**src/design/ttc_pkg.sv**
```systemverilog
// shared constants, encodings and carriers for the timer channel one control block
package ttc_pkg;
    // register indices on the plain register port
    localparam logic [2:0] ADDR_CTRL = 3'h0;
    localparam logic [2:0] ADDR_MODE = 3'h1;
    localparam logic [2:0] ADDR_IOCTRL = 3'h2;
    localparam logic [2:0] ADDR_SYNC = 3'h3;
    localparam logic [2:0] ADDR_COUNTER = 3'h4;
    localparam logic [2:0] ADDR_GRA = 3'h5;
    localparam logic [2:0] ADDR_GRB = 3'h6;
    localparam logic [2:0] ADDR_STATUS = 3'h7;
    localparam int DATA_W = 16;
    localparam int ADDR_W = 3;
    // fixed upper bits of the mode register read back as ones
    localparam logic [7:0] MODE_FIXED_ONES = 8'hc0;
    localparam logic [15:0] ZERO16 = 16'h0000;
    localparam logic [15:0] ONE16 = 16'h0001;
    localparam logic [15:0] MAX16 = 16'hffff;
    // counter clear sources
    localparam logic [1:0] CLR_NONE = 2'h0;
    localparam logic [1:0] CLR_GRA = 2'h1;
    localparam logic [1:0] CLR_GRB = 2'h2;
    localparam logic [1:0] CLR_SYNC = 2'h3;
    // count edge codes
    localparam logic [1:0] EDGE_RISE = 2'h0;
    localparam logic [1:0] EDGE_FALL = 2'h1;
    // count source codes
    localparam logic [2:0] SRC_DIV1 = 3'h0;
    localparam logic [2:0] SRC_DIV4 = 3'h1;
    localparam logic [2:0] SRC_DIV16 = 3'h2;
    localparam logic [2:0] SRC_DIV64 = 3'h3;
    localparam logic [2:0] SRC_PIN_A = 3'h4;
    localparam logic [2:0] SRC_PIN_B = 3'h5;
    localparam logic [2:0] SRC_DIV256 = 3'h6;
    localparam logic [2:0] SRC_NEIGHBOUR = 3'h7;
    // prescaler taps (bit index of free counter) for /4, /16, /64, /256
    localparam int TAP_N = 4;
    localparam int PRESCALE_W = 8;
    // synchronised pin indices
    localparam int PIN_N = 3;
    localparam int PIN_CAP = 0;
    localparam int PIN_CLK_A = 1;
    localparam int PIN_CLK_B = 2;
    // count source and clear control as stored in the control register
    typedef struct packed {
        logic [1:0] clear_sel;
        logic [1:0] edge_sel;
        logic [2:0] source_sel;
    } ttc_ctrl_type;
    // synchronised pin view: level and one-cycle edge pulses
    typedef struct packed {
        logic [PIN_N-1:0] level;
        logic [PIN_N-1:0] rise;
        logic [PIN_N-1:0] fall;
    } ttc_pins_type;
    // prescaler edge pulses of each divided clock
    typedef struct packed {
        logic [TAP_N-1:0] rise;
        logic [TAP_N-1:0] fall;
    } ttc_taps_type;
endpackage : ttc_pkg

```
**src/design/ttc_channel.sv**
```systemverilog
// timer channel one: count source, edge select, clear select, mode and register A I/O
`timescale 1ns/1ns
`default_nettype none
module ttc_channel (
    input wire logic sys_clk_i,
    input wire logic rst_n_i,
    input wire logic [ttc_pkg::ADDR_W-1:0] addr_i,
    input wire logic [ttc_pkg::DATA_W-1:0] wr_data_i,
    input wire logic wr_i,
    input wire logic rd_i,
    output logic [ttc_pkg::DATA_W-1:0] rd_data_o,
    input wire logic channel_one_pin_a_i,
    input wire logic clk_pin_a_i,
    input wire logic clk_pin_b_i,
    input wire logic neighbour_ovf_i,
    input wire logic sync_clear_i,
    input wire logic ch0_gra_event_i,
    output logic channel_one_pin_a_o,
    output logic channel_one_pin_a_oe_o,
    output logic ovf_o,
    output logic sync_clear_o
);
    ttc_pkg::ttc_ctrl_type ctrl_reg;
    logic [3:0] mode_reg;
    logic [7:0] io_ctrl_reg;
    logic sync_en_reg;
    logic [15:0] channel_counter_reg;
    logic [15:0] channel_counter_next;
    logic [15:0] general_reg_a_reg;
    logic [15:0] general_reg_b_reg;
    logic counted_reg;
    logic pin_reg;
    logic pin_oe_reg;
    logic [15:0] rd_data_reg;
    logic ovf_reg;
    logic sync_clear_reg;
    ttc_pkg::ttc_pins_type pins;
    ttc_pkg::ttc_taps_type taps;

    // edge choice shared by prescaled and pin clocks
    function automatic logic edge_pick(input logic r, input logic f, input logic [1:0] sel);
        edge_pick = sel[1] ? (r | f) : ((sel == ttc_pkg::EDGE_FALL) ? f : r);
    endfunction : edge_pick

    ttc_pin_sync u_pin_sync (
        .sys_clk_i(sys_clk_i),
        .rst_n_i(rst_n_i),
        .pin_i({clk_pin_b_i, clk_pin_a_i, channel_one_pin_a_i}),
        .pins_o(pins)
    );

    ttc_prescaler #(
        .WIDTH(ttc_pkg::PRESCALE_W)
    ) u_prescaler (
        .sys_clk_i(sys_clk_i),
        .rst_n_i(rst_n_i),
        .taps_o(taps)
    );

    // register port decode
    wire wr_ctrl = wr_i && (addr_i == ttc_pkg::ADDR_CTRL);
    wire wr_mode = wr_i && (addr_i == ttc_pkg::ADDR_MODE);
    wire wr_io = wr_i && (addr_i == ttc_pkg::ADDR_IOCTRL);
    wire wr_sync = wr_i && (addr_i == ttc_pkg::ADDR_SYNC);
    wire wr_cnt = wr_i && (addr_i == ttc_pkg::ADDR_COUNTER);
    wire wr_gra = wr_i && (addr_i == ttc_pkg::ADDR_GRA);
    wire wr_grb = wr_i && (addr_i == ttc_pkg::ADDR_GRB);

    // mode decode; the reserved top bit set leaves the channel in normal counting
    wire phase_mode = (mode_reg[3:2] == 2'h1);
    wire [3:0] io_a = io_ctrl_reg[3:0];
    wire oc_mode = !io_a[3];
    wire ch0_capture = io_a[3] && io_a[2];

    // count source; /1 and neighbour overflow count every tick whatever the edge code
    logic src_tick;
    always_comb begin
        unique case (ctrl_reg.source_sel)
            ttc_pkg::SRC_DIV1: src_tick = 1'b1;
            ttc_pkg::SRC_DIV4: src_tick = edge_pick(taps.rise[0], taps.fall[0],
                                                    ctrl_reg.edge_sel);
            ttc_pkg::SRC_DIV16: src_tick = edge_pick(taps.rise[1], taps.fall[1],
                                                     ctrl_reg.edge_sel);
            ttc_pkg::SRC_DIV64: src_tick = edge_pick(taps.rise[2], taps.fall[2],
                                                     ctrl_reg.edge_sel);
            ttc_pkg::SRC_DIV256: src_tick = edge_pick(taps.rise[3], taps.fall[3],
                                                      ctrl_reg.edge_sel);
            ttc_pkg::SRC_PIN_A: src_tick = edge_pick(pins.rise[ttc_pkg::PIN_CLK_A],
                                                     pins.fall[ttc_pkg::PIN_CLK_A],
                                                     ctrl_reg.edge_sel);
            ttc_pkg::SRC_PIN_B: src_tick = edge_pick(pins.rise[ttc_pkg::PIN_CLK_B],
                                                     pins.fall[ttc_pkg::PIN_CLK_B],
                                                     ctrl_reg.edge_sel);
            ttc_pkg::SRC_NEIGHBOUR: src_tick = neighbour_ovf_i;
        endcase
    end

    // quadrature decode for phase counting; edge and source codes play no part
    wire a_edge = pins.rise[ttc_pkg::PIN_CLK_A] | pins.fall[ttc_pkg::PIN_CLK_A];
    wire b_edge = pins.rise[ttc_pkg::PIN_CLK_B] | pins.fall[ttc_pkg::PIN_CLK_B];
    wire ab_differ = pins.level[ttc_pkg::PIN_CLK_A] ^ pins.level[ttc_pkg::PIN_CLK_B];
    wire phase_up = (a_edge && ab_differ) || (b_edge && !ab_differ);
    wire phase_down = (a_edge && !ab_differ) || (b_edge && ab_differ);
    wire count_up = phase_mode ? phase_up : src_tick;
    wire count_down = phase_mode && phase_down && !phase_up;

    // compare matches are taken once, on the cycle after the counter moved onto the value
    wire match_a = counted_reg && (channel_counter_reg == general_reg_a_reg);
    wire match_b = counted_reg && (channel_counter_reg == general_reg_b_reg);

    // capture sources for register A
    wire pin_cap_rise = pins.rise[ttc_pkg::PIN_CAP];
    wire pin_cap_fall = pins.fall[ttc_pkg::PIN_CAP];
    wire pin_capture = io_a[3] && !io_a[2]
                       && edge_pick(pin_cap_rise, pin_cap_fall, io_a[1:0]);
    wire capture_a = pin_capture || (ch0_capture && ch0_gra_event_i);
    wire event_a = (oc_mode && match_a) || capture_a;

    // clear select
    logic clear_hit;
    always_comb begin
        unique case (ctrl_reg.clear_sel)
            ttc_pkg::CLR_NONE: clear_hit = 1'b0;
            ttc_pkg::CLR_GRA: clear_hit = event_a;
            ttc_pkg::CLR_GRB: clear_hit = match_b;
            ttc_pkg::CLR_SYNC: clear_hit = sync_clear_i;
        endcase
    end

    // counter next value; a software write beats a clear, a clear beats counting
    wire wraps_up = count_up && (channel_counter_reg == ttc_pkg::MAX16);
    wire wraps_down = count_down && (channel_counter_reg == ttc_pkg::ZERO16);
    always_comb begin
        if (wr_cnt) begin
            channel_counter_next = wr_data_i;
        end else if (clear_hit) begin
            channel_counter_next = ttc_pkg::ZERO16;
        end else if (count_up) begin
            channel_counter_next = channel_counter_reg + ttc_pkg::ONE16;
        end else if (count_down) begin
            channel_counter_next = channel_counter_reg - ttc_pkg::ONE16;
        end else begin
            channel_counter_next = channel_counter_reg;
        end
    end

    // configuration registers
    always_ff @(posedge sys_clk_i) begin
        if (!rst_n_i) begin
            ctrl_reg <= '0;
            mode_reg <= 4'h0;
            io_ctrl_reg <= 8'h00;
            sync_en_reg <= 1'b0;
        end else begin
            if (wr_ctrl) ctrl_reg <= wr_data_i[6:0];
            if (wr_mode) mode_reg <= wr_data_i[3:0]; // top bit stored as written
            if (wr_io) io_ctrl_reg <= wr_data_i[7:0];
            if (wr_sync) sync_en_reg <= wr_data_i[0];
        end
    end

    // counter and general registers
    always_ff @(posedge sys_clk_i) begin
        if (!rst_n_i) begin
            channel_counter_reg <= ttc_pkg::ZERO16;
            counted_reg <= 1'b0;
            general_reg_a_reg <= ttc_pkg::MAX16;
            general_reg_b_reg <= ttc_pkg::MAX16;
        end else begin
            channel_counter_reg <= channel_counter_next;
            counted_reg <= !wr_cnt && !clear_hit && (count_up || count_down);
            if (capture_a) begin
                general_reg_a_reg <= channel_counter_reg;
            end else if (wr_gra) begin
                general_reg_a_reg <= wr_data_i;
            end
            if (wr_grb) general_reg_b_reg <= wr_data_i;
        end
    end

    // pin drive: the write sets the start level at once, a match then acts on it
    wire io_wr_is_oc = !wr_data_i[3];
    wire pin_on_match = (io_a[1:0] == 2'h3) ? !pin_reg : io_a[1];
    always_ff @(posedge sys_clk_i) begin
        if (!rst_n_i) begin
            pin_reg <= 1'b0;
            pin_oe_reg <= 1'b0;
        end else if (wr_io) begin
            pin_reg <= io_wr_is_oc && wr_data_i[2];
            pin_oe_reg <= io_wr_is_oc && (wr_data_i[1:0] != 2'h0);
        end else if (oc_mode && match_a && pin_oe_reg) begin
            pin_reg <= pin_on_match;
        end
    end

    // overflow/underflow and synchronous clear towards the neighbours
    always_ff @(posedge sys_clk_i) begin
        if (!rst_n_i) begin
            ovf_reg <= 1'b0;
            sync_clear_reg <= 1'b0;
        end else begin
            ovf_reg <= !wr_cnt && !clear_hit && (wraps_up || wraps_down);
            sync_clear_reg <= sync_en_reg && clear_hit
                              && (ctrl_reg.clear_sel != ttc_pkg::CLR_SYNC);
        end
    end

    // read mux; unmapped bits read zero except the fixed upper mode bits, which read one; the status word shows the pin state
    logic [15:0] rd_mux;
    always_comb begin
        unique case (addr_i)
            ttc_pkg::ADDR_CTRL: rd_mux = {9'h000, ctrl_reg};
            ttc_pkg::ADDR_MODE: rd_mux = {8'h00, ttc_pkg::MODE_FIXED_ONES | {4'h0, mode_reg}};
            ttc_pkg::ADDR_IOCTRL: rd_mux = {8'h00, io_ctrl_reg};
            ttc_pkg::ADDR_SYNC: rd_mux = {15'h0000, sync_en_reg};
            ttc_pkg::ADDR_COUNTER: rd_mux = channel_counter_reg;
            ttc_pkg::ADDR_GRA: rd_mux = general_reg_a_reg;
            ttc_pkg::ADDR_GRB: rd_mux = general_reg_b_reg;
            ttc_pkg::ADDR_STATUS: rd_mux = {13'h0000, phase_mode, pin_oe_reg, pin_reg};
        endcase
    end

    // read data stand only in the cycle after the strobe
    always_ff @(posedge sys_clk_i) begin
        if (!rst_n_i) begin
            rd_data_reg <= ttc_pkg::ZERO16;
        end else begin
            rd_data_reg <= rd_i ? rd_mux : ttc_pkg::ZERO16;
        end
    end

    assign rd_data_o = rd_data_reg;
    assign channel_one_pin_a_o = pin_reg;
    assign channel_one_pin_a_oe_o = pin_oe_reg;
    assign ovf_o = ovf_reg;
    assign sync_clear_o = sync_clear_reg;

    // checks
    wire quiet = !wr_cnt && (ctrl_reg.clear_sel == ttc_pkg::CLR_NONE);
    AST_EDGE_FALL_DIV4: assert property (@(posedge sys_clk_i) disable iff (!rst_n_i)
        (quiet && !phase_mode && ctrl_reg.source_sel == ttc_pkg::SRC_DIV4
         && ctrl_reg.edge_sel == ttc_pkg::EDGE_FALL && taps.rise[0])
        |=> channel_counter_reg == $past(channel_counter_reg))
        else $error("counter moved on a rising edge with falling edge selected");
    AST_PHASE_IGNORES_EDGE: assert property (@(posedge sys_clk_i) disable iff (!rst_n_i)
        (quiet && phase_mode && !a_edge && !b_edge) |=> $stable(channel_counter_reg))
        else $error("phase counting moved without a pin edge");
    AST_DIV1_EVERY_CYCLE: assert property (@(posedge sys_clk_i) disable iff (!rst_n_i)
        (quiet && !phase_mode && ctrl_reg.source_sel == ttc_pkg::SRC_DIV1)[*2]
        |=> channel_counter_reg == $past(channel_counter_reg, 2) + 16'h0002)
        else $error("undivided source did not count each cycle");
    AST_CLEAR_ON_A: assert property (@(posedge sys_clk_i) disable iff (!rst_n_i)
        (!wr_cnt && ctrl_reg.clear_sel == ttc_pkg::CLR_GRA && event_a)
        |=> channel_counter_reg == ttc_pkg::ZERO16)
        else $error("register A event did not clear the counter");
    AST_CLEAR_SYNC: assert property (@(posedge sys_clk_i) disable iff (!rst_n_i)
        (!wr_cnt && ctrl_reg.clear_sel == ttc_pkg::CLR_SYNC && sync_clear_i)
        |=> channel_counter_reg == ttc_pkg::ZERO16)
        else $error("synchronous clear was missed");
    AST_MODE_DECODE: assert property (@(posedge sys_clk_i) disable iff (!rst_n_i)
        wr_mode ##1 (1'b1) |-> phase_mode == ($past(wr_data_i[3:2]) == 2'h1))
        else $error("phase mode decode wrong after mode write");
    AST_MATCH_LOW: assert property (@(posedge sys_clk_i) disable iff (!rst_n_i)
        (!wr_io && pin_oe_reg && oc_mode && io_a[1:0] == 2'h1 && match_a)
        |=> !channel_one_pin_a_o ##1 (!channel_one_pin_a_o || $past(wr_io)))
        else $error("pin not low after match in low-on-match code");
    AST_MATCH_HIGH: assert property (@(posedge sys_clk_i) disable iff (!rst_n_i)
        (!wr_io && pin_oe_reg && oc_mode && io_a[1:0] == 2'h2 && match_a)
        |=> channel_one_pin_a_o)
        else $error("pin not high after match in high-on-match code");
    AST_TOGGLE: assert property (@(posedge sys_clk_i) disable iff (!rst_n_i)
        (!wr_io && oc_mode && io_a[1:0] == 2'h3 && match_a)
        |=> channel_one_pin_a_o != $past(channel_one_pin_a_o))
        else $error("pin did not toggle on match");
    AST_PIN_CAPTURE: assert property (@(posedge sys_clk_i) disable iff (!rst_n_i)
        (io_a == 4'h8 && pin_cap_rise) |=> general_reg_a_reg == $past(channel_counter_reg))
        else $error("rising pin edge not captured");
    AST_CH0_CAPTURE: assert property (@(posedge sys_clk_i) disable iff (!rst_n_i)
        (ch0_capture && ch0_gra_event_i) |=> general_reg_a_reg == $past(channel_counter_reg))
        else $error("channel zero event not captured");
    AST_INITIAL_LEVEL: assert property (@(posedge sys_clk_i) disable iff (!rst_n_i)
        (wr_io && !wr_data_i[3])
        |=> channel_one_pin_a_o == $past(wr_data_i[2])
            && channel_one_pin_a_oe_o == ($past(wr_data_i[1:0]) != 2'h0))
        else $error("initial pin level not applied on write");
endmodule : ttc_channel
`default_nettype wire

```
**src/design/ttc_pin_sync.sv**
```systemverilog
// two-stage synchroniser with edge detection for the channel pins
`timescale 1ns/1ns
`default_nettype none
module ttc_pin_sync (
    input wire logic sys_clk_i,
    input wire logic rst_n_i,
    input wire logic [ttc_pkg::PIN_N-1:0] pin_i,
    output ttc_pkg::ttc_pins_type pins_o
);
    logic [ttc_pkg::PIN_N-1:0] meta_reg;
    logic [ttc_pkg::PIN_N-1:0] sync_reg;
    logic [ttc_pkg::PIN_N-1:0] prev_reg;

    // first stage feeds only the second; edges look at stages two and three
    always_ff @(posedge sys_clk_i) begin
        if (!rst_n_i) begin
            meta_reg <= '0;
            sync_reg <= '0;
            prev_reg <= '0;
        end else begin
            meta_reg <= pin_i;
            sync_reg <= meta_reg;
            prev_reg <= sync_reg;
        end
    end

    // edge pulses last one cycle
    assign pins_o.level = sync_reg;
    assign pins_o.rise = sync_reg & ~prev_reg;
    assign pins_o.fall = ~sync_reg & prev_reg;
endmodule : ttc_pin_sync
`default_nettype wire

```
**src/design/ttc_prescaler.sv**
```systemverilog
// free-running prescaler giving edge pulses of the divided clocks
`timescale 1ns/1ns
`default_nettype none
module ttc_prescaler #(
    parameter int WIDTH = ttc_pkg::PRESCALE_W
) (
    input wire logic sys_clk_i,
    input wire logic rst_n_i,
    output ttc_pkg::ttc_taps_type taps_o
);
    logic [WIDTH-1:0] div_reg;
    logic [WIDTH-1:0] div_prev_reg;
    logic [ttc_pkg::TAP_N-1:0] tap_now;
    logic [ttc_pkg::TAP_N-1:0] tap_old;

    // the divided clocks are simply the odd counter bits
    always_ff @(posedge sys_clk_i) begin
        if (!rst_n_i) begin
            div_reg <= '0;
            div_prev_reg <= '0;
        end else begin
            div_reg <= div_reg + {{(WIDTH-1){1'b0}}, 1'b1};
            div_prev_reg <= div_reg;
        end
    end

    // taps 1, 3, 5, 7 give /4, /16, /64, /256
    assign tap_now = {div_reg[7], div_reg[5], div_reg[3], div_reg[1]};
    assign tap_old = {div_prev_reg[7], div_prev_reg[5], div_prev_reg[3], div_prev_reg[1]};
    assign taps_o.rise = tap_now & ~tap_old;
    assign taps_o.fall = ~tap_now & tap_old;
endmodule : ttc_prescaler
`default_nettype wire

```
**config.mk**
```make
export PLATFORM = sky130hd
export DESIGN_NAME = ttc_channel
export DESIGN_NICKNAME = d
export VERILOG_FILES = /design/src/design/ttc_pkg.sv /design/src/design/ttc_channel.sv /design/src/design/ttc_pin_sync.sv /design/src/design/ttc_prescaler.sv
export SDC_FILE = /design/constraint.sdc
export NUM_CORES = 1
export LEC_CHECK = 0
export ABC_CLOCK_PERIOD_IN_PS = 4300
export BUFFER_PORTS_ARGS = -buffer_cell sky130_fd_sc_hd__buf_2
export CAP_MARGIN = 10
export CELL_PAD_IN_SITES_DETAIL_PLACEMENT = 1
export CELL_PAD_IN_SITES_GLOBAL_PLACEMENT = 1
export CORE_UTILIZATION = 46
export CTS_CLUSTER_DIAMETER = 50
export DETAILED_ROUTE_END_ITERATION = 16
export GPL_ROUTABILITY_DRIVEN = 0
export PLACE_DENSITY = 0.8
export SYNTH_ARGS = -nofsm -noshare
export SYNTH_HDL_FRONTEND = slang
export SYNTH_SLANG_ARGS = --single-unit
export TNS_END_PERCENT = 5
```
**constraint.sdc**
```tcl
create_clock -name sys_clk_i -period 4.3 [get_ports sys_clk_i]
set_input_delay 0.215 -clock sys_clk_i [delete_from_list [all_inputs] [get_ports sys_clk_i]]
set_output_delay 0.215 -clock sys_clk_i [all_outputs]
set_load 0.1 [all_outputs]
```
# [Word-level counts from Yosys, hierarchy flattened]
# Cells that the tools add are included.
[totals] reg_bits=114
[op_classes] n_addsub=3 n_eq_ne=25 muxes=27 n_bitwise=16 reduce_logical=53
[op_table] op="case mux 16 bit (8 select lines)" count=1
[op_table] op="2-to-1 mux 16 bit" count=6
[op_table] op="== test 16 bit" count=2
[op_table] op="logical AND 1 bit" count=30
[op_table] op="== test 3 bit, second input constant" count=8
[op_table] op="2-to-1 mux 1 bit" count=18
[op_table] op="adder 16 x 1 -> 16 bit, second input constant" count=1
[op_table] op="== test 16 bit, second input constant" count=1
[op_table] op="zero test 16 bit" count=1
[op_table] op="subtractor 16 x 1 -> 16 bit, second input constant" count=1
[op_table] op="== test 3 x 2 -> 1 bit, second input constant" count=4
[op_table] op="adder 8 x 1 -> 8 bit, second input constant" count=1
[op_table] op="AND 4 bit" count=2
[op_table] op="== test 2 x 1 -> 1 bit, second input constant" count=4
[op_table] op="zero test 1 bit" count=8
[op_table] op="NOT 4 bit" count=2
[op_table] op="case mux 1 bit (8 select lines)" count=1
[op_table] op="bitwise OR 1 bit" count=7
[op_table] op="AND 3 bit" count=2
[op_table] op="== test 2 bit, second input constant" count=3
[op_table] op="== test 3 x 1 -> 1 bit, second input constant" count=2
[op_table] op="zero test 3 bit" count=2
[op_table] op="logical OR 1 bit" count=6
[op_table] op="NOT 3 bit" count=2
[op_table] op="7 further kinds" count=9

# [Depth between registers and ports, before layout]
[logic_depth] word_depth=11 depth_mapped=18

# [Modules after synthesis]
# Synthesis repeated with hierarchy kept, for this count alone.
[hier_totals] cells_unflattened=767 area_unflattened_um2=6199.7
[by_module_without_submodules] module="ttc_channel" instances=1 cells_each=693 area_each_um2=5439.0
[by_module_without_submodules] module="ttc_prescaler" instances=1 cells_each=50 area_each_um2=486.7
[by_module_without_submodules] module="ttc_pin_sync" instances=1 cells_each=24 area_each_um2=274.0

# [Worst setup path before layout]
# No wires, ideal clock.
[synth_path] path_type="register -> register" from="register u_pin_sync.sync_reg[2] in the netlist's numbering" to="register channel_counter_reg[13]" setup_time_ns=0.116 t_arrival_ns=3.466 setup_slack_ns=0.718 stages_incl_launch_ff=19 period_less_slack_ns=3.582 path_cell_list="dfxtp_1 inv_1 ha_1 nand2_1 o221ai_1 a32oi_1 o2bb2ai_1 a21oi_1 inv_1 ha_1 clkbuf_1 a21o_1 a221oi_1 o21ai_0 a41oi_1 nor2b_1 xor2_1 o211ai_1 o211a_1"
[synth_between] elab_chain_cells=9 word_cells_on_any_way=23
[synth_rtl] element="start: declaration" line_no="ttc_pin_sync.sv:11" rtl="logic [ttc_pkg::PIN_N-1:0] sync_reg;"
[synth_rtl] element="start signal: assignment" line_no="ttc_pin_sync.sv:22" rtl="sync_reg <= meta_reg;"
[synth_rtl] element="NOT 3 bit" line_no="ttc_pin_sync.sv:30" rtl="assign pins_o.fall = ~sync_reg & prev_reg;"
[synth_rtl] element="AND 3 bit" line_no="ttc_pin_sync.sv:30"
[synth_rtl] element="2-to-1 mux 1 bit or bitwise OR 1 bit (tied branches)" line_no="ttc_channel.sv:42, ttc_channel.sv:100"
[synth_rtl] element="2-to-1 mux 1 bit or logical AND 1 bit (tied branches)" line_no="ttc_channel.sv:42, ttc_channel.sv:102"
[synth_rtl] element="case mux 1 bit (8 select lines) or logical OR 1 bit (tied branches)" line_no="ttc_channel.sv:78, ttc_channel.sv:102"
[synth_rtl] element="2-to-1 mux 1 bit" line_no="ttc_channel.sv:104" rtl="wire count_up = phase_mode ? phase_up : src_tick;"
[synth_rtl] element="2-to-1 mux 16 bit" line_no="ttc_channel.sv:138" rtl="end else if (count_up) begin"
[synth_rtl] element="2-to-1 mux 16 bit" line_no="ttc_channel.sv:136" rtl="end else if (clear_hit) begin"
[synth_rtl] element="2-to-1 mux 16 bit" line_no="ttc_channel.sv:134" rtl="if (wr_cnt) begin"
[synth_rtl] element="end signal: assignment" line_no="ttc_channel.sv:165" rtl="channel_counter_reg <= ttc_pkg::ZERO16;"
[synth_rtl] element="end signal: assignment" line_no="ttc_channel.sv:170" rtl="channel_counter_reg <= channel_counter_next;"
[synth_rtl] element="end: declaration" line_no="ttc_channel.sv:27" rtl="logic [15:0] channel_counter_reg;"
# Parallel ways exist; a longest one is shown, timed or not.
# A chain may end at the register's enable or synchronous reset.

# [Worst setup path after layout]
[layout_path] from="register ctrl_reg[3] in the netlist's numbering" to="register channel_counter_reg[14]"
[layout_between] elab_chain_cells=8 word_cells_on_any_way=19
[layout_rtl] element="start: declaration" line_no="ttc_channel.sv:23" rtl="ttc_pkg::ttc_ctrl_type ctrl_reg;"
[layout_rtl] element="start signal: assignment" line_no="ttc_channel.sv:155" rtl="if (wr_ctrl) ctrl_reg <= wr_data_i[6:0];"
[layout_rtl] element="== test 2 x 1 -> 1 bit *" line_no="ttc_channel.sv:42" rtl="edge_pick = sel[1] ? (r | f) : ((sel == ttc_pkg::EDGE_FALL) ? f : r);"
[layout_rtl] element="2-to-1 mux 1 bit (2 in series)" line_no="ttc_channel.sv:42"
[layout_rtl] element="case mux 1 bit (8 select lines) *" line_no="ttc_channel.sv:78" rtl="unique case (ctrl_reg.source_sel)"
[layout_rtl] element="2-to-1 mux 1 bit *" line_no="ttc_channel.sv:104"
[layout_rtl] element="2-to-1 mux 16 bit" line_no="ttc_channel.sv:138"
[layout_rtl] element="2-to-1 mux 16 bit" line_no="ttc_channel.sv:136"
[layout_rtl] element="2-to-1 mux 16 bit" line_no="ttc_channel.sv:134"
# Mark *: on every way between the ends. The rest lies on a longest branch, timed or not.

==> flow_summary.json <==
{
  "drt_first_pass_iters": 7,
  "nets": 825,
  "grt_usage_pct": 28.20,
  "r2r_slack_ps": 330,
  "num_vias": 5693,
  "core_sq_um": 13350,
  "cp-end-kind": "flip-flop",
  "yosys.area_share.simple_pct": 21.55,
  "reg2reg_from": "ctrl_reg[3]",
  "ys_ff_latch": 110,
  "holdPathEnd": "u_pin_sync.meta_reg[1]",
  "place_inst": 930,
  "postRouteAntennaNets": 0,
  "max_slew.worst_pin.slew_ps": 835.0,
  "fillers": 1618,
  "synth_flop_cell": "dfxtp_1",
  "syn_avg_cell_area_sq_um": 8.353,
  "syn-cell-area_sq_um": 6324,
  "hold_class": "primary input to flip-flop",
  "finClkSkew_ps": 8.658,
  "grt_use_met3_pct": 5.077,
  "post_synth_num_cell_types": 63,
  "numPortBuffers": 48,
  "tritoncts": "built",
  "synth_mux_area_share_pct": 10.88,
  "synth-xor-area-share_pct": 6.787,
  "grt_setup_unrepaired": "false",
  "ys_seq_area_share_pct": 34.82,
  "slew_viol_final": 0,
  "required_ps": 4540,
  "async_flop_share_pct": 0,
  "dpl.hpwl_mm": 13.75,
  "synth_edf_count": 0,
  "synth_adder_area_share_pct": 6.055,
  "h-tree-depth": 3,
  "hold_path_depth": 2,
  "wire_per_inst_microns": 20.46,
  "rows": 42,
  "pre_cts_slack_ps": 63.60,
  "cts_made_buffers": 9,
  "area_delta_synth_final_pct": 9.359,
  "leakagePower_uw": 0.002710,
  "diodes": 0,
  "grtUsageMet2_pct": 48.98,
  "cts.path.max_buffers": 2,
  "status": "finished clean",
  "clkLatencyLatePin_ps": 360,
  "setup_viol": 0,
  "grt_pass1_vias": 5927,
  "tns_ps": 0,
  "clkTransAtPathRegs_ps": 70,
  "die_h_microns": 119.2,
  "grt_use_met1_pct": 34.56,
  "floorplan.initialDensity_pct": 47.38,
  "r2r_end": "channel_counter_reg[14]",
  "cellPowerDensity_nw_per_um2": 369.0,
  "ff2ff_path_depth": 15,
  "finalHoldViolCount": 0,
  "syn_inst": 757,
  "drt_wl_total_mm": 19.38,
  "grt_pass1_wl_mm": 31.10,
  "cts_hold_buf": 0,
  "grt_max_degree": 54,
  "drv_cap": 0,
  "slew_headroom_pct": 44.17,
  "fmax_mhz": 251.8,
  "synth_compound_area_share_pct": 14.60,
  "cts_root_buf": "clkbuf_16",
  "dieWidth_microns": 119.2,
  "arrival_ps": 4210,
  "timing.final.ws_setup_ps": 329.1,
  "finalCritPeriodShare_pct": 92.35,
  "cts.sinks": 110,
  "period_minus_slack_ps": 3971,
  "syn-num-nets": 816,
  "ir_worst_vdd_v": 0.0002142,
  "io_pins": 49,
  "drc": 0,
  "instances_no_fill": 947,
  "antenna_found_initial": 0,
  "drt-initial-drc-count": 431,
  "vias_per_cell": 6.012,
  "min_from": "clk_pin_a_i",
  "crit_fanout": 14,
  "die_area_sq_um": 14220,
  "path_class": "flip-flop to flip-flop",
  "layout-drive-gt1-share_pct": 13.88,
  "critPathLaunchType": "flip-flop",
  "synth_top_family_by_area": "simple AND/OR/NAND/NOR gates",
  "grt_busiest_layer": "met2",
  "grt_remaining_overflow": 0,
  "yosys_warnings": 0
}
==> metal layers <==
layer  routed length [microns]  vias to the layer above
li1                          -                     2633
met2                      9558                      160
met5                         0                        -
met3                      1102                       38
met4                       450                        0
met1                      8268                     2862
==> layout make-up <==
class	count	area [sq um]	area share (%)
clock inverters	4	53.80	0.7780
inverters	26	97.59	1.411
repair buffers	56	300.3	4.342
multi-input cells	563	3795	54.88
flip-flops and latches	110	2202	31.84
well taps	176	220.2	3.184
clock buffers	12	246.5	3.564
==> synthesized netlist by cell type, drive strengths merged, types with 5 or more instances <==
cell type,number,share of area (%)
nor4,12,1.2
nand2b,10,0.99
nand4,10,0.99
nor2b,16,1.6
and2,25,2.5
inv,26,1.5
nor2,45,2.7
ha,29,5.7
xor2,19,2.6
a22oi,7,0.83
o21ai,30,2.4
a21boi,12,1.4
nand3,29,2.3
and3,5,0.49
mux2i,38,6.0
nor3,8,0.63
mux2,21,3.8
clkbuf,48,2.8
dfxtp,110,35
a21oi,46,3.6
buf,10,0.91
xnor2,30,4.2
a211oi,7,0.91
nand2,105,6.4
==> cell usage in the layout (no fill, tap or decap), types with 3 or more instances in the layout <==
cell,instances
o221ai_1,3
o211a_1,3
and3_1,5
or3_1,4
xor2_1,19
nand4_1,10
dfxtp_1,110
a211oi_1,6
mux4_2,3
nor2b_1,16
and2_1,25
o22ai_1,4
mux2i_1,38
buf_4,8
ha_1,29
nand2b_1,10
mux2_2,20
o21ai_0,23
a221oi_1,3
nor4_1,12
a31oi_1,3
buf_2,48
a21oi_1,45
o21ai_1,6
a21boi_0,12
a21o_1,4
nand2_1,104
nor2_1,45
a22oi_1,7
clkbuf_16,9
inv_1,25
xnor2_1,30
nand3_1,29
nor3_1,7
nand3b_1,3
==> worst max-delay path, cell delays in order, from the launching register on <==
cell	delay, ps
dfxtp_1	580
mux4_2	570
nand2b_1	90
a32oi_1	60
o2bb2ai_1	230
a21oi_2	100
inv_2	260
ha_1	330
o21ai_0	210
a21oi_1	90
nor2_1	100
o21ai_0	130
a211o_1	340
a31o_2	260
a2111oi_0	410
nor4b_1	100
==> cell families (layout without fill, tap and decap cells) <==
kind of cell / after synthesis / count (layout)
xor+xnor: 49 / 49
compound gates: 141 / 141
flops: 110 / 110
fa+ha+maj: 30 / 30
simple gates: 281 / 281
mux: 62 / 62
buf+inv: 84 / 98
==> worst max path at each step <==
stage | slack, ps | start | endpoint | depth (start not counted)
floorplan | 720 | u_pin_sync.sync_reg[2] | channel_counter_reg[13] | 18
global placement | 310 | u_pin_sync.sync_reg[2] | channel_counter_reg[13] | 17
detailed placement | 60 | u_pin_sync.sync_reg[2] | channel_counter_reg[15] | 17
CTS | 20 | u_pin_sync.sync_reg[2] | channel_counter_reg[14] | 17
global route | 20 | u_pin_sync.sync_reg[2] | channel_counter_reg[14] | 17
finish | 330 | ctrl_reg[3] | channel_counter_reg[14] | 15
==> through the flow <==
step                      total power (uW)  util [%]  hold slack, ps  area [sq um]
after floorplan                       1541         -           339.0          6324
after global placement                1661     49.48           420.2          6604
after detailed placement              1686     49.48           422.1          6604
after CTS                             2549     51.72           50.49          6904
after global routing                  2650     51.81           51.34          6915
final                                 2552     51.81           56.83          6915
==> repair_timing <==
action,in CTS,in global routing
endpoints found under the hold margin,0,0
gates resized for setup,0,2
buffers inserted,0,1
setup endpoints to repair,0,3
==> where the power goes <==
group | leakage, uW | switching [uW] | total [uW] | internal, uW
Sequential | 0.000897 | 94.8 | 1160 | 1070
Combinational | 0.00167 | 314 | 515 | 201
Clock | 0.000139 | 401 | 872 | 471
Total | 0.00271 | 810 | 2550 | 1740
Note: power is estimated with default switching activity, not from simulation.
